<file path="src/uim_map.svh">
// register map, field positions, reset values and code constants
`ifndef UIM_MAP_SVH
`define UIM_MAP_SVH

`define UIM_OFS_DEV_ADDR 8'h08
`define UIM_OFS_FUNC_SEL 8'h0C
`define UIM_OFS_OTG_CTRL 8'h10
`define UIM_OFS_OTG_STAT 8'h14
`define UIM_OFS_SERIAL 8'h18
`define UIM_OFS_FLAGS 8'h1C
`define UIM_OFS_HOLD_SEL 8'h20
`define UIM_OFS_OUT_MASKS 8'h24
`define UIM_OFS_FRAME 8'h28
`define UIM_OFS_PID 8'h2C
`define UIM_OFS_EP_SEEN 8'h30
`define UIM_OFS_EP_MASK 8'h34

`define UIM_FS_OPMODE_HI 4
`define UIM_FS_OPMODE_LO 2
`define UIM_FS_TERM 1
`define UIM_FS_XCVR 0
`define UIM_FS_RESET 5'h07

`define UIM_OTG_EXTIND 7
`define UIM_OTG_DRVEXT 6
`define UIM_OTG_CHRG 4
`define UIM_OTG_DISCHRG 3
`define UIM_OTG_DMPD 2
`define UIM_OTG_DPPD 1
`define UIM_OTG_IDPU 0
`define UIM_OTG_WMASK 8'hDF
`define UIM_OTG_RESET 8'h00

`define UIM_SER_RX_LO 4
`define UIM_SER_TXSE0 3
`define UIM_SER_TXDATA 2
`define UIM_SER_TXEN_N 1
`define UIM_SER_FSLS 0
`define UIM_SER_RESET 4'h2

`define UIM_FLAG_TOK 6
`define UIM_FLAG_SE0 5
`define UIM_FLAG_K 4
`define UIM_FLAG_J 3
`define UIM_FLAG_CRC16 2
`define UIM_FLAG_RXACT 1
`define UIM_FLAG_RXERR 0
`define UIM_FLAG_LEVEL 7'h03

`define UIM_MASK_C_LO 16
`define UIM_MASK_B_LO 8
`define UIM_MASK_A_LO 0
`define UIM_FRAME_HI_LO 8
`define UIM_EP_VALID 4
`define UIM_EP_SPECIAL 8'h10

`define UIM_LS_SE0 2'h0
`define UIM_LS_J 2'h1
`define UIM_LS_K 2'h2

`define UIM_CRC5_INIT 5'h1F
`define UIM_CRC5_POLY 5'h05
`define UIM_CRC5_RES 5'h0C
`define UIM_CRC16_INIT 16'hFFFF
`define UIM_CRC16_POLY 16'h8005
`define UIM_CRC16_RES 16'h800D
`define UIM_PID_SOF 4'h5
`define UIM_PID_TOKEN 2'h1
`define UIM_PID_DATA 2'h3

`endif

</file>
<file path="src/uim_pkg.sv">
// types shared by the usb interface module files
package uim_pkg;
  typedef enum logic [2:0] {
    UIM_ST_IDLE = 3'h1,
    UIM_ST_PID = 3'h2,
    UIM_ST_BODY = 3'h4
  } uim_dec_state_t;
endpackage

</file>
<file path="src/uim_pkt_decoder.sv">
// receive packet decoder: pid check, token fields, crc5 and crc16
`timescale 1ns/1ns
`include "uim_map.svh"
module uim_pkt_decoder
(
  input wire logic ref_clk_i,
  input wire logic rst_n_i,
  input wire logic rx_active_i,
  input wire logic rx_valid_i,
  input wire logic [7:0] rx_data_i,
  input wire logic [6:0] dev_addr_i,
  output logic pkt_start_o,
  output logic pid_valid_o,
  output logic [3:0] pid_o,
  output logic tok_done_o,
  output logic tok_ok_o,
  output logic [3:0] tok_ep_o,
  output logic sof_valid_o,
  output logic [10:0] frame_o,
  output logic crc_err_o,
  output logic data_valid_o,
  output logic [7:0] data_byte_o
);
  // usb sends each byte lsb first
  function automatic logic [4:0] uim_crc5_byte(input logic [4:0] c,
                                               input logic [7:0] d);
    logic [4:0] r;
    r = c;
    for (int i = 0; i < 8; i++)
    begin
      if (r[4] ^ d[i])
        r = {r[3:0], 1'b0} ^ `UIM_CRC5_POLY;
      else
        r = {r[3:0], 1'b0};
    end
    return r;
  endfunction

  function automatic logic [15:0] uim_crc16_byte(input logic [15:0] c,
                                                 input logic [7:0] d);
    logic [15:0] r;
    r = c;
    for (int i = 0; i < 8; i++)
    begin
      if (r[15] ^ d[i])
        r = {r[14:0], 1'b0} ^ `UIM_CRC16_POLY;
      else
        r = {r[14:0], 1'b0};
    end
    return r;
  endfunction

  uim_pkg::uim_dec_state_t state_reg, state_next;
  logic [3:0] pid_reg, pid_next;
  logic pid_ok_reg, pid_ok_next;
  logic [1:0] cnt_reg, cnt_next;
  logic [7:0] b1_reg, b1_next;
  logic [4:0] crc5_reg, crc5_next;
  logic [15:0] crc16_reg, crc16_next;
  logic [3:0] ep_reg, ep_next;
  logic [10:0] frame_reg, frame_next;
  logic amatch_reg, amatch_next;
  logic start_reg, start_next;
  logic pidv_reg, pidv_next;
  logic tdone_reg, tdone_next;
  logic tok_reg, tok_next;
  logic sof_reg, sof_next;
  logic cerr_reg, cerr_next;
  logic dv_reg, dv_next;
  logic [7:0] db_reg, db_next;
  logic is_tok;
  logic is_data;

  always_comb
  begin
    state_next = state_reg;
    pid_next = pid_reg;
    pid_ok_next = pid_ok_reg;
    cnt_next = cnt_reg;
    b1_next = b1_reg;
    crc5_next = crc5_reg;
    crc16_next = crc16_reg;
    ep_next = ep_reg;
    frame_next = frame_reg;
    amatch_next = amatch_reg;
    start_next = 1'b0;
    pidv_next = 1'b0;
    tdone_next = 1'b0;
    tok_next = 1'b0;
    sof_next = 1'b0;
    cerr_next = 1'b0;
    dv_next = 1'b0;
    db_next = db_reg;
    is_tok = pid_ok_reg && pid_reg[1:0] == `UIM_PID_TOKEN &&
             pid_reg != `UIM_PID_SOF;
    is_data = pid_ok_reg && pid_reg[1:0] == `UIM_PID_DATA;
    case (state_reg)
      uim_pkg::UIM_ST_IDLE:
      begin
        if (rx_active_i)
        begin
          state_next = uim_pkg::UIM_ST_PID;
          start_next = 1'b1;
          cnt_next = 2'h0;
          crc5_next = `UIM_CRC5_INIT;
          crc16_next = `UIM_CRC16_INIT;
        end
      end
      uim_pkg::UIM_ST_PID:
      begin
        if (!rx_active_i)
          state_next = uim_pkg::UIM_ST_IDLE;
        else if (rx_valid_i)
        begin
          state_next = uim_pkg::UIM_ST_BODY;
          pid_next = rx_data_i[3:0];
          pid_ok_next = rx_data_i[3:0] == ~rx_data_i[7:4];
          pidv_next = 1'b1;
        end
      end
      uim_pkg::UIM_ST_BODY:
      begin
        if (!rx_active_i)
        begin
          state_next = uim_pkg::UIM_ST_IDLE;
          tdone_next = is_tok;
          tok_next = is_tok && cnt_reg == 2'h2 &&
                     crc5_reg == `UIM_CRC5_RES && amatch_reg;
          sof_next = pid_ok_reg && pid_reg == `UIM_PID_SOF &&
                     cnt_reg == 2'h2 && crc5_reg == `UIM_CRC5_RES;
          cerr_next = is_data &&
                      (!cnt_reg[1] || crc16_reg != `UIM_CRC16_RES);
        end
        else if (rx_valid_i)
        begin
          crc5_next = uim_crc5_byte(crc5_reg, rx_data_i);
          crc16_next = uim_crc16_byte(crc16_reg, rx_data_i);
          if (cnt_reg != 2'h3)
            cnt_next = cnt_reg + 2'h1;
          if (cnt_reg == 2'h0)
            b1_next = rx_data_i;
          if (cnt_reg == 2'h1)
          begin
            ep_next = {rx_data_i[2:0], b1_reg[7]};
            frame_next = {rx_data_i[2:0], b1_reg};
            amatch_next = b1_reg[6:0] == dev_addr_i;
          end
          dv_next = is_data;
          db_next = rx_data_i;
        end
      end
      default:
        state_next = uim_pkg::UIM_ST_IDLE;
    endcase
  end

  always_ff @(posedge ref_clk_i or negedge rst_n_i)
  begin
    if (!rst_n_i)
    begin
      state_reg <= uim_pkg::UIM_ST_IDLE;
      pid_reg <= 4'h0;
      pid_ok_reg <= 1'b0;
      cnt_reg <= 2'h0;
      b1_reg <= 8'h00;
      crc5_reg <= `UIM_CRC5_INIT;
      crc16_reg <= `UIM_CRC16_INIT;
      ep_reg <= 4'h0;
      frame_reg <= 11'h000;
      amatch_reg <= 1'b0;
      start_reg <= 1'b0;
      pidv_reg <= 1'b0;
      tdone_reg <= 1'b0;
      tok_reg <= 1'b0;
      sof_reg <= 1'b0;
      cerr_reg <= 1'b0;
      dv_reg <= 1'b0;
      db_reg <= 8'h00;
    end
    else
    begin
      state_reg <= state_next;
      pid_reg <= pid_next;
      pid_ok_reg <= pid_ok_next;
      cnt_reg <= cnt_next;
      b1_reg <= b1_next;
      crc5_reg <= crc5_next;
      crc16_reg <= crc16_next;
      ep_reg <= ep_next;
      frame_reg <= frame_next;
      amatch_reg <= amatch_next;
      start_reg <= start_next;
      pidv_reg <= pidv_next;
      tdone_reg <= tdone_next;
      tok_reg <= tok_next;
      sof_reg <= sof_next;
      cerr_reg <= cerr_next;
      dv_reg <= dv_next;
      db_reg <= db_next;
    end
  end

  assign pkt_start_o = start_reg;
  assign pid_valid_o = pidv_reg;
  assign pid_o = pid_reg;
  assign tok_done_o = tdone_reg;
  assign tok_ok_o = tok_reg;
  assign tok_ep_o = ep_reg;
  assign sof_valid_o = sof_reg;
  assign frame_o = frame_reg;
  assign crc_err_o = cerr_reg;
  assign data_valid_o = dv_reg;
  assign data_byte_o = db_reg;
endmodule

</file>
<file path="src/uim_core.sv">
// usb interface module: utmi+ control, line event flags and registers
// How it works
// - opmode output comes from function select bits 4:2, reset one
// - termination select bit 1, transceiver select bit 0, both reset one
// - otg control bits drive vbus, charge, pulldown and id pullup outputs
// - otg status register shows live bvalid, idgnd, disconnect, session inputs
// - serial control reads receive data, d-minus, d-plus levels at 6:4
// - serial control drives tx se0, tx data, tx enable low, serial mode
// - non-sticky flags clear when the next packet starts; sticky ones hold
// - flag 6 sets on a good token addressed to this device
// - flags 5, 4, 3 set on se0, k and j line states
// - flag 2 sets when a data packet fails its crc16
// - flags 1 and 0 follow receive active and receive error
// - hold select makes a flag sticky until a one is written to it
// - three masks each or selected flags onto one flag output
// - eleven bit frame number, read-write, split 10:8 and 7:0
// - last received packet identifier kept in a read-only field
// - last endpoint kept in bits 3:0 with a valid bit at 4
// - endpoints marked special reach the receive port ored with 0x10
// - only packets for the stored device address are passed on
`timescale 1ns/1ns
`include "uim_map.svh"
module uim_core
(
  input wire logic ref_clk_i,
  input wire logic rst_n_i,
  input wire logic reg_wr_i,
  input wire logic reg_rd_i,
  input wire logic [7:0] reg_addr_i,
  input wire logic [31:0] reg_wdata_i,
  output logic [31:0] reg_rdata_o,
  output logic reg_rvalid_o,
  output logic [2:0] utmi_opmode_o,
  output logic utmi_termselect_o,
  output logic utmi_xcvrselect_o,
  output logic ext_vbus_indicator_mode_o,
  output logic drive_vbus_external_mode_o,
  output logic utmi_chrgvbus_o,
  output logic utmi_dischrgvbus_o,
  output logic utmi_dmpulldown_o,
  output logic utmi_dppulldown_o,
  output logic utmi_idpullup_o,
  input wire logic utmi_bvalid_i,
  input wire logic utmi_idgnd_i,
  input wire logic utmi_hostdisconnect_i,
  input wire logic utmi_vbusvalid_i,
  input wire logic utmi_sessvld_i,
  input wire logic utmi_sessend_i,
  input wire logic utmi_rx_rcv_i,
  input wire logic utmi_rx_dm_i,
  input wire logic utmi_rx_dp_i,
  output logic utmi_tx_se0_o,
  output logic utmi_tx_data_o,
  output logic utmi_tx_enable_n_o,
  output logic utmi_fsls_serial_o,
  input wire logic [1:0] utmi_linestate_i,
  input wire logic utmi_rxactive_i,
  input wire logic utmi_rxvalid_i,
  input wire logic utmi_rxerror_i,
  input wire logic [7:0] utmi_data_i,
  output logic flag_out_a_o,
  output logic flag_out_b_o,
  output logic flag_out_c_o,
  output logic [7:0] rx_byte_o,
  output logic rx_byte_valid_o
);
  logic [6:0] dev_addr_reg, dev_addr_next;
  logic [4:0] func_reg, func_next;
  logic [7:0] otg_reg, otg_next;
  logic [3:0] ser_reg, ser_next;
  logic [2:0] ser_rx_reg, ser_rx_next;
  logic [6:0] flags_reg, flags_next;
  logic [6:0] hold_reg, hold_next;
  logic [6:0] mask_a_reg, mask_a_next;
  logic [6:0] mask_b_reg, mask_b_next;
  logic [6:0] mask_c_reg, mask_c_next;
  logic [10:0] frame_reg, frame_next;
  logic [3:0] pid_reg, pid_next;
  logic [4:0] ep_reg, ep_next;
  logic [15:0] ep_mask_reg, ep_mask_next;
  logic [2:0] fout_reg, fout_next;
  logic armed_reg, armed_next;
  logic [7:0] rxb_reg, rxb_next;
  logic rxv_reg, rxv_next;
  logic [31:0] rdata_reg, rdata_next;
  logic rvalid_reg, rvalid_next;
  logic [6:0] ev;
  logic [6:0] clr;
  logic [6:0] hold_mask;
  logic pkt_start;
  logic pid_valid;
  logic [3:0] dec_pid;
  logic tok_done;
  logic tok_ok;
  logic [3:0] tok_ep;
  logic sof_valid;
  logic [10:0] dec_frame;
  logic crc_err;
  logic data_valid;
  logic [7:0] data_byte;

  uim_pkt_decoder u_dec
  (
    .ref_clk_i(ref_clk_i),
    .rst_n_i(rst_n_i),
    .rx_active_i(utmi_rxactive_i),
    .rx_valid_i(utmi_rxvalid_i),
    .rx_data_i(utmi_data_i),
    .dev_addr_i(dev_addr_reg),
    .pkt_start_o(pkt_start),
    .pid_valid_o(pid_valid),
    .pid_o(dec_pid),
    .tok_done_o(tok_done),
    .tok_ok_o(tok_ok),
    .tok_ep_o(tok_ep),
    .sof_valid_o(sof_valid),
    .frame_o(dec_frame),
    .crc_err_o(crc_err),
    .data_valid_o(data_valid),
    .data_byte_o(data_byte)
  );

  always_comb
  begin
    dev_addr_next = dev_addr_reg;
    func_next = func_reg;
    otg_next = otg_reg;
    ser_next = ser_reg;
    hold_next = hold_reg;
    mask_a_next = mask_a_reg;
    mask_b_next = mask_b_reg;
    mask_c_next = mask_c_reg;
    frame_next = frame_reg;
    ep_mask_next = ep_mask_reg;
    clr = 7'h00;
    if (reg_wr_i)
    begin
      case (reg_addr_i)
        `UIM_OFS_DEV_ADDR: dev_addr_next = reg_wdata_i[6:0];
        `UIM_OFS_FUNC_SEL: func_next = reg_wdata_i[4:0];
        // bit 5 is reserved, so the write mask drops it
        `UIM_OFS_OTG_CTRL:
          otg_next = reg_wdata_i[7:0] & `UIM_OTG_WMASK;
        `UIM_OFS_SERIAL: ser_next = reg_wdata_i[3:0];
        `UIM_OFS_FLAGS: clr = reg_wdata_i[6:0];
        `UIM_OFS_HOLD_SEL: hold_next = reg_wdata_i[6:0];
        `UIM_OFS_OUT_MASKS:
        begin
          mask_a_next = reg_wdata_i[`UIM_MASK_A_LO+:7];
          mask_b_next = reg_wdata_i[`UIM_MASK_B_LO+:7];
          mask_c_next = reg_wdata_i[`UIM_MASK_C_LO+:7];
        end
        `UIM_OFS_FRAME: frame_next = reg_wdata_i[10:0];
        `UIM_OFS_EP_MASK: ep_mask_next = reg_wdata_i[15:0];
        default: ;
      endcase
    end
    // a frame number received on the wire beats a same-cycle write
    if (sof_valid)
      frame_next = dec_frame;
  end

  always_comb
  begin
    // line-state flags re-set every cycle the state persists
    ev = 7'h00;
    ev[`UIM_FLAG_TOK] = tok_ok;
    ev[`UIM_FLAG_SE0] = utmi_linestate_i == `UIM_LS_SE0;
    ev[`UIM_FLAG_K] = utmi_linestate_i == `UIM_LS_K;
    ev[`UIM_FLAG_J] = utmi_linestate_i == `UIM_LS_J;
    ev[`UIM_FLAG_CRC16] = crc_err;
    ev[`UIM_FLAG_RXACT] = utmi_rxactive_i;
    ev[`UIM_FLAG_RXERR] = utmi_rxerror_i;
    // non-sticky level flags track the input; new events beat clears
    hold_mask = ~clr & ~(~hold_reg & {7{pkt_start}}) &
                ~(~hold_reg & `UIM_FLAG_LEVEL);
    flags_next = ev | (flags_reg & hold_mask);
    fout_next[0] = |(flags_next & mask_a_reg);
    fout_next[1] = |(flags_next & mask_b_reg);
    fout_next[2] = |(flags_next & mask_c_reg);
    // receive levels pass one register stage before software sees them
    ser_rx_next = {utmi_rx_rcv_i, utmi_rx_dm_i, utmi_rx_dp_i};
    // pid is kept even for packets addressed elsewhere
    pid_next = pid_valid ? dec_pid : pid_reg;
    ep_next = tok_ok ? {1'b1, tok_ep} : ep_reg;
    // a data packet follows only a token that matched our address
    armed_next = tok_ok ? 1'b1 : (tok_done ? 1'b0 : armed_reg);
    rxv_next = tok_ok || (data_valid && armed_reg);
    rxb_next = rxb_reg;
    if (tok_ok)
      rxb_next = {4'h0, tok_ep} |
                 (ep_mask_reg[tok_ep] ? `UIM_EP_SPECIAL : 8'h00);
    else if (data_valid && armed_reg)
      rxb_next = data_byte;
  end

  // read data is registered so it lines up with the valid pulse;
  // unmapped addresses still answer, with zero data
  always_comb
  begin
    rvalid_next = reg_rd_i;
    rdata_next = 32'h00000000;
    if (reg_rd_i)
    begin
      case (reg_addr_i)
        `UIM_OFS_DEV_ADDR: rdata_next[6:0] = dev_addr_reg;
        `UIM_OFS_FUNC_SEL: rdata_next[4:0] = func_reg;
        `UIM_OFS_OTG_CTRL: rdata_next[7:0] = otg_reg;
        `UIM_OFS_OTG_STAT:
          rdata_next[5:0] = {utmi_bvalid_i, utmi_idgnd_i,
                             utmi_hostdisconnect_i, utmi_vbusvalid_i,
                             utmi_sessvld_i, utmi_sessend_i};
        `UIM_OFS_SERIAL: rdata_next[6:0] = {ser_rx_reg, ser_reg};
        `UIM_OFS_FLAGS: rdata_next[6:0] = flags_reg;
        `UIM_OFS_HOLD_SEL: rdata_next[6:0] = hold_reg;
        `UIM_OFS_OUT_MASKS:
        begin
          rdata_next[`UIM_MASK_A_LO+:7] = mask_a_reg;
          rdata_next[`UIM_MASK_B_LO+:7] = mask_b_reg;
          rdata_next[`UIM_MASK_C_LO+:7] = mask_c_reg;
        end
        `UIM_OFS_FRAME: rdata_next[10:0] = frame_reg;
        `UIM_OFS_PID: rdata_next[3:0] = pid_reg;
        `UIM_OFS_EP_SEEN: rdata_next[4:0] = ep_reg;
        `UIM_OFS_EP_MASK: rdata_next[15:0] = ep_mask_reg;
        default: rdata_next = 32'h00000000;
      endcase
    end
  end

  // no clock needed: every register takes its reset value as soon as reset falls
  always_ff @(posedge ref_clk_i or negedge rst_n_i)
  begin
    if (!rst_n_i)
    begin
      dev_addr_reg <= 7'h00;
      func_reg <= `UIM_FS_RESET;
      otg_reg <= `UIM_OTG_RESET;
      ser_reg <= `UIM_SER_RESET;
      ser_rx_reg <= 3'h0;
      flags_reg <= 7'h00;
      hold_reg <= 7'h00;
      mask_a_reg <= 7'h00;
      mask_b_reg <= 7'h00;
      mask_c_reg <= 7'h00;
      frame_reg <= 11'h000;
      pid_reg <= 4'h0;
      ep_reg <= 5'h00;
      ep_mask_reg <= 16'h0000;
      fout_reg <= 3'h0;
      armed_reg <= 1'b0;
      rxb_reg <= 8'h00;
      rxv_reg <= 1'b0;
      rdata_reg <= 32'h00000000;
      rvalid_reg <= 1'b0;
    end
    else
    begin
      dev_addr_reg <= dev_addr_next;
      func_reg <= func_next;
      otg_reg <= otg_next;
      ser_reg <= ser_next;
      ser_rx_reg <= ser_rx_next;
      flags_reg <= flags_next;
      hold_reg <= hold_next;
      mask_a_reg <= mask_a_next;
      mask_b_reg <= mask_b_next;
      mask_c_reg <= mask_c_next;
      frame_reg <= frame_next;
      pid_reg <= pid_next;
      ep_reg <= ep_next;
      ep_mask_reg <= ep_mask_next;
      fout_reg <= fout_next;
      armed_reg <= armed_next;
      rxb_reg <= rxb_next;
      rxv_reg <= rxv_next;
      rdata_reg <= rdata_next;
      rvalid_reg <= rvalid_next;
    end
  end

  assign utmi_opmode_o = func_reg[`UIM_FS_OPMODE_HI:`UIM_FS_OPMODE_LO];
  assign utmi_termselect_o = func_reg[`UIM_FS_TERM];
  assign utmi_xcvrselect_o = func_reg[`UIM_FS_XCVR];
  assign ext_vbus_indicator_mode_o = otg_reg[`UIM_OTG_EXTIND];
  assign drive_vbus_external_mode_o = otg_reg[`UIM_OTG_DRVEXT];
  assign utmi_chrgvbus_o = otg_reg[`UIM_OTG_CHRG];
  assign utmi_dischrgvbus_o = otg_reg[`UIM_OTG_DISCHRG];
  assign utmi_dmpulldown_o = otg_reg[`UIM_OTG_DMPD];
  assign utmi_dppulldown_o = otg_reg[`UIM_OTG_DPPD];
  assign utmi_idpullup_o = otg_reg[`UIM_OTG_IDPU];
  assign utmi_tx_se0_o = ser_reg[`UIM_SER_TXSE0];
  assign utmi_tx_data_o = ser_reg[`UIM_SER_TXDATA];
  assign utmi_tx_enable_n_o = ser_reg[`UIM_SER_TXEN_N];
  assign utmi_fsls_serial_o = ser_reg[`UIM_SER_FSLS];
  assign flag_out_a_o = fout_reg[0];
  assign flag_out_b_o = fout_reg[1];
  assign flag_out_c_o = fout_reg[2];
  assign rx_byte_o = rxb_reg;
  assign rx_byte_valid_o = rxv_reg;
  assign reg_rdata_o = rdata_reg;
  assign reg_rvalid_o = rvalid_reg;
endmodule

</file>
<file path="config.mk">
export PLATFORM = sky130hd
export DESIGN_NAME = uim_core
export DESIGN_NICKNAME = d
export VERILOG_FILES = /design/src/uim_pkg.sv /design/src/uim_pkt_decoder.sv /design/src/uim_core.sv
export VERILOG_INCLUDE_DIRS = /design/src
export SDC_FILE = /design/constraint.sdc
export NUM_CORES = 1
export LEC_CHECK = 0
export ABC_AREA = 1
export BUFFER_PORTS_ARGS = -buffer_cell sky130_fd_sc_hd__buf_2
export CELL_PAD_IN_SITES_DETAIL_PLACEMENT = 1
export CELL_PAD_IN_SITES_GLOBAL_PLACEMENT = 1
export CORE_MARGIN = 2
export CORE_UTILIZATION = 47
export DETAILED_ROUTE_END_ITERATION = 7
export PLACE_DENSITY = 0.92
export SYNTH_ARGS = -nofsm -noshare
export SYNTH_HDL_FRONTEND = slang
export SYNTH_SLANG_ARGS = --single-unit
</file>
<file path="constraint.sdc">
create_clock -name ref_clk_i -period 2.95 [get_ports ref_clk_i]
set_input_delay 0.1475 -clock ref_clk_i [delete_from_list [all_inputs] [get_ports ref_clk_i]]
set_output_delay 0.1475 -clock ref_clk_i [all_outputs]
set_load 0.01 [all_outputs]
</file>
==> results.toml <==
[logic_synthesis]
ys.flop_type = "dfrtp_1"
ys_types = 49
synth_top_family_by_area = "simple AND/OR/NAND/NOR gates"
avgSynthCellArea_um2 = 8.660
synth_edf_count = 0
yosys_warnings = 0
syn_area_um2 = 9284
yosysTopAreaCell = "dfrtp_1"
synth_simple_gate_area_share_pct = 19.73
synthMuxAreaShare_pct = 0
synth_area_leaders = "dfrtp_1 (47%), nand2_1 (11%), dfstp_2 (7.4%), o21ai_0 (5.6%), inv_1 (4.9%)"
synth_top_cell_area_share_pct = 46.90
synth_compound_area_share_pct = 13.79
ys_ff_latch = 200
yosys.area_share.adder_pct = 0.5391
syn-instance-count = 1072
async_flop_share_pct = 100.0
ys_seq_area_share_pct = 54.26
synth-xor-area-share_pct = 3.342

[floorplan]
rows = 51
dieArea_um2 = 20890
die_x_um = 144.5
initial_core_util_pct = 47.86
core_um2 = 19400
pin_count = 127
fp.dieH_um = 144.5

[final_layout]
final_common_cell = "nand2_1"
final_area_um2 = 10780
synthToLayoutAreaGrowth_pct = 16.11
drive_gt1_share_pct = 19.45
final_net_count = 1260
seq_area_um2 = 5037
final_cell_mix = "nand2_1 (280), dfrtp_1 (174), inv_1 (122)"
fillers = 2343
largest_register_ffs = 23
multi_input_area_um2 = 3506
num_antenna_cells = 0

[route]
wl_met3_um = 1926
top_layer = "met4"
drt-vias-per-instance = 5.618
ant_nets = 0
dr.pass1.iters = 5
route.met2.wl_um = 15820
num_vias = 8247
wirelength_um = 30870
drt-met1-wl_um = 11730
post_drt_wl_per_cell_um = 21.03
first_iter_violations = 445
drc = 0

[timing]
worst_pin_slew_ps = 861.4
setup_violations = 0
fmax_ghz = 0.4506
relSlewSlack_pct = 42.37
post-route-period-util_pct = 75.22
period_needed_ps = 2219
hold_viol = 0
slew_viol_final = 0
rsz0062_at_grt = "false"
finClkSkew_ps = 17.70
fin_tns_setup_ps = 0
whs_ps = 6.887

[placement]
gp_congestion = 0.8532
place_area_um2 = 10020
dpl.hpwl_um = 20690
portBuffers = 108

[power_and_ir_drop]
p_int_mw = 4.257
pwr-share-seq_pct = 49.8
pwr_density_cell_nw_per_um2 = 563.3
ir_worst_vdd_v = 0.0004496
switching_share_pct = 29.88
p_comb_share_pct = 10.4
power_switching_mw = 1.814
p_leak_nw = 5.493
clkPwrFrac_pct = 39.7

[global_routing]
grt_pass1_wl_um = 48530
antenna_found_initial = 0
grt_pass1_vias = 8998
grt_max_degree = 97
gr-total-overflow = 0
track_usage_pct = 30.68

[worst_setup_path]
r2r.worst_path.cells = 9
cpLargestDelayFamily = "buffers and inverters"
crit_path_cell_trace = "nor3_2 > inv_2 > nor2_4 > buf_4 > inv_2 > nand2_1 > buf_4 > o21ai_0 > inv_1"
slowest_stage = "dfstp_2"
crit_type = "reg2reg"
cp_num_cells = 9
cp.required_ps = 3320
crit_path_max_incr_delay_ps = 560
worstSetupEndpointType = "flop"
cp-start-kind = "flop"
arrival_ps = 2590
cp_max_fo = 24
worst-path-buf-inv = 5

[clock_tree]
cts_buffer_depth = 2
numCtsBuffers = 17
clock_sinks = 200
cts_tree = "done"
clk_pin_slew_ps = 80
insertion_delay_ps = 460
cts_root_buffer = "clkbuf_16"
cts_max_level = 4

[worst_hold_path]
worstHoldPathType = "in2reg"
hold-path-cell-count = 3

[run]
max-cap-violations = 0

[run_status]
outcome = "finished, final reports clean"
==> metrics by stage <==
step	power, mW	setup slack [ps]	util [%]	cells
global route	6.278	599.2	55.57	1468
CTS	6.058	707.3	55.57	1468
finish	6.071	731.0	55.57	1468
detailed placement	3.664	747.9	51.66	1420
floorplan	3.374	1430	-	1080
global placement	3.611	811.3	51.66	1420
==> layout make-up <==
cell class	count	share of cell area [%]
repair buffers	132	7.139
clock inverters	15	1.590
multi-input cells	696	32.52
well taps	265	3.076
inverters	143	4.991
flip-flops and latches	200	46.73
clock buffers	17	3.947
==> timing repair <==
action / in CTS / in global routing
gates resized for setup: 0 / 0
endpoints found under the hold margin: 110 / 0
hold buffers: 16 / 0
setup buffers: 0 / 0
==> worst register-to-register path, delay by kind of cell, from the launching register on <==
kind | cells | cell delay (ps)
AO/OA/AOI/OAI | 1 | 160
buffers and inverters | 5 | 960
flip-flops | 1 | 560
AND/OR/NAND/NOR | 3 | 480
==> cells in the mapped netlist, types with 2 or more instances <==
cell / count
clkbuf_1: 14
nor3_1: 9
xnor2_1: 8
inv_2: 18
o211ai_1: 7
a22oi_1: 5
nor2_1: 51
nor2_2: 2
a41oi_1: 2
nand4_1: 12
xor2_1: 20
clkinv_1: 2
nand2_1: 280
a31o_2: 2
o22ai_1: 17
a31oi_1: 3
a21oi_1: 23
a221oi_1: 4
nand3_1: 42
nand2_2: 18
buf_4: 13
buf_6: 2
buf_2: 12
dfrtp_1: 174
ha_1: 4
a21oi_2: 3
nor4_1: 4
o21ai_0: 103
nor3_2: 6
a22o_1: 3
o31ai_1: 5
inv_1: 122
xnor2_2: 3
dfstp_2: 26
a211oi_1: 4
o21ai_1: 36
==> power by group through the flow <==
stage	clock [mW]	combinational [mW]	sequential, mW
final	2.41	0.633	3.03
after global routing	2.54	0.699	3.04
after CTS	2.41	0.628	3.02
after detailed placement	0	0.596	3.07
after global placement	0	0.556	3.06
after floorplan	0	0.339	3.03
==> layer usage <==
| layer | up-vias | GRT usage (%) |
|---|---|---|
| met1 | 4083 | 35.22 |
| met5 | - | 0 |
| met4 | 0 | 16.04 |
| met3 | 110 | 6.060 |
| met2 | 361 | 54.18 |
| li1 | 3693 | - |
==> path summary, 6_finish.rpt <==
check	from	to	slack [ps]
min in group asynchronous	rst_n_i	reg_rdata_o[4]	310
worst min-delay path	reg_wdata_i[7]	otg_reg[7]	7
worst max register to register	u_dec.state_reg[0]	u_dec.crc5_reg[4]	730
worst min register to register	u_dec.tok_done_o	armed_reg	470
worst max-delay path	u_dec.state_reg[0]	u_dec.crc5_reg[4]	730
max in group asynchronous	rst_n_i	u_dec.state_reg[0]	1640
==> cell families (layout without fill, tap and decap cells) <==
logic type,after synthesis,after routing
DFF,200,200
buffers and inverters,184,307
other,1,9
xor gates and xnor gates,32,32
AOI/OAI and AO/OA,223,223
adders and majority gates,4,4
and+or+nand+nor,428,428
(Power assumes the default switching activity.)
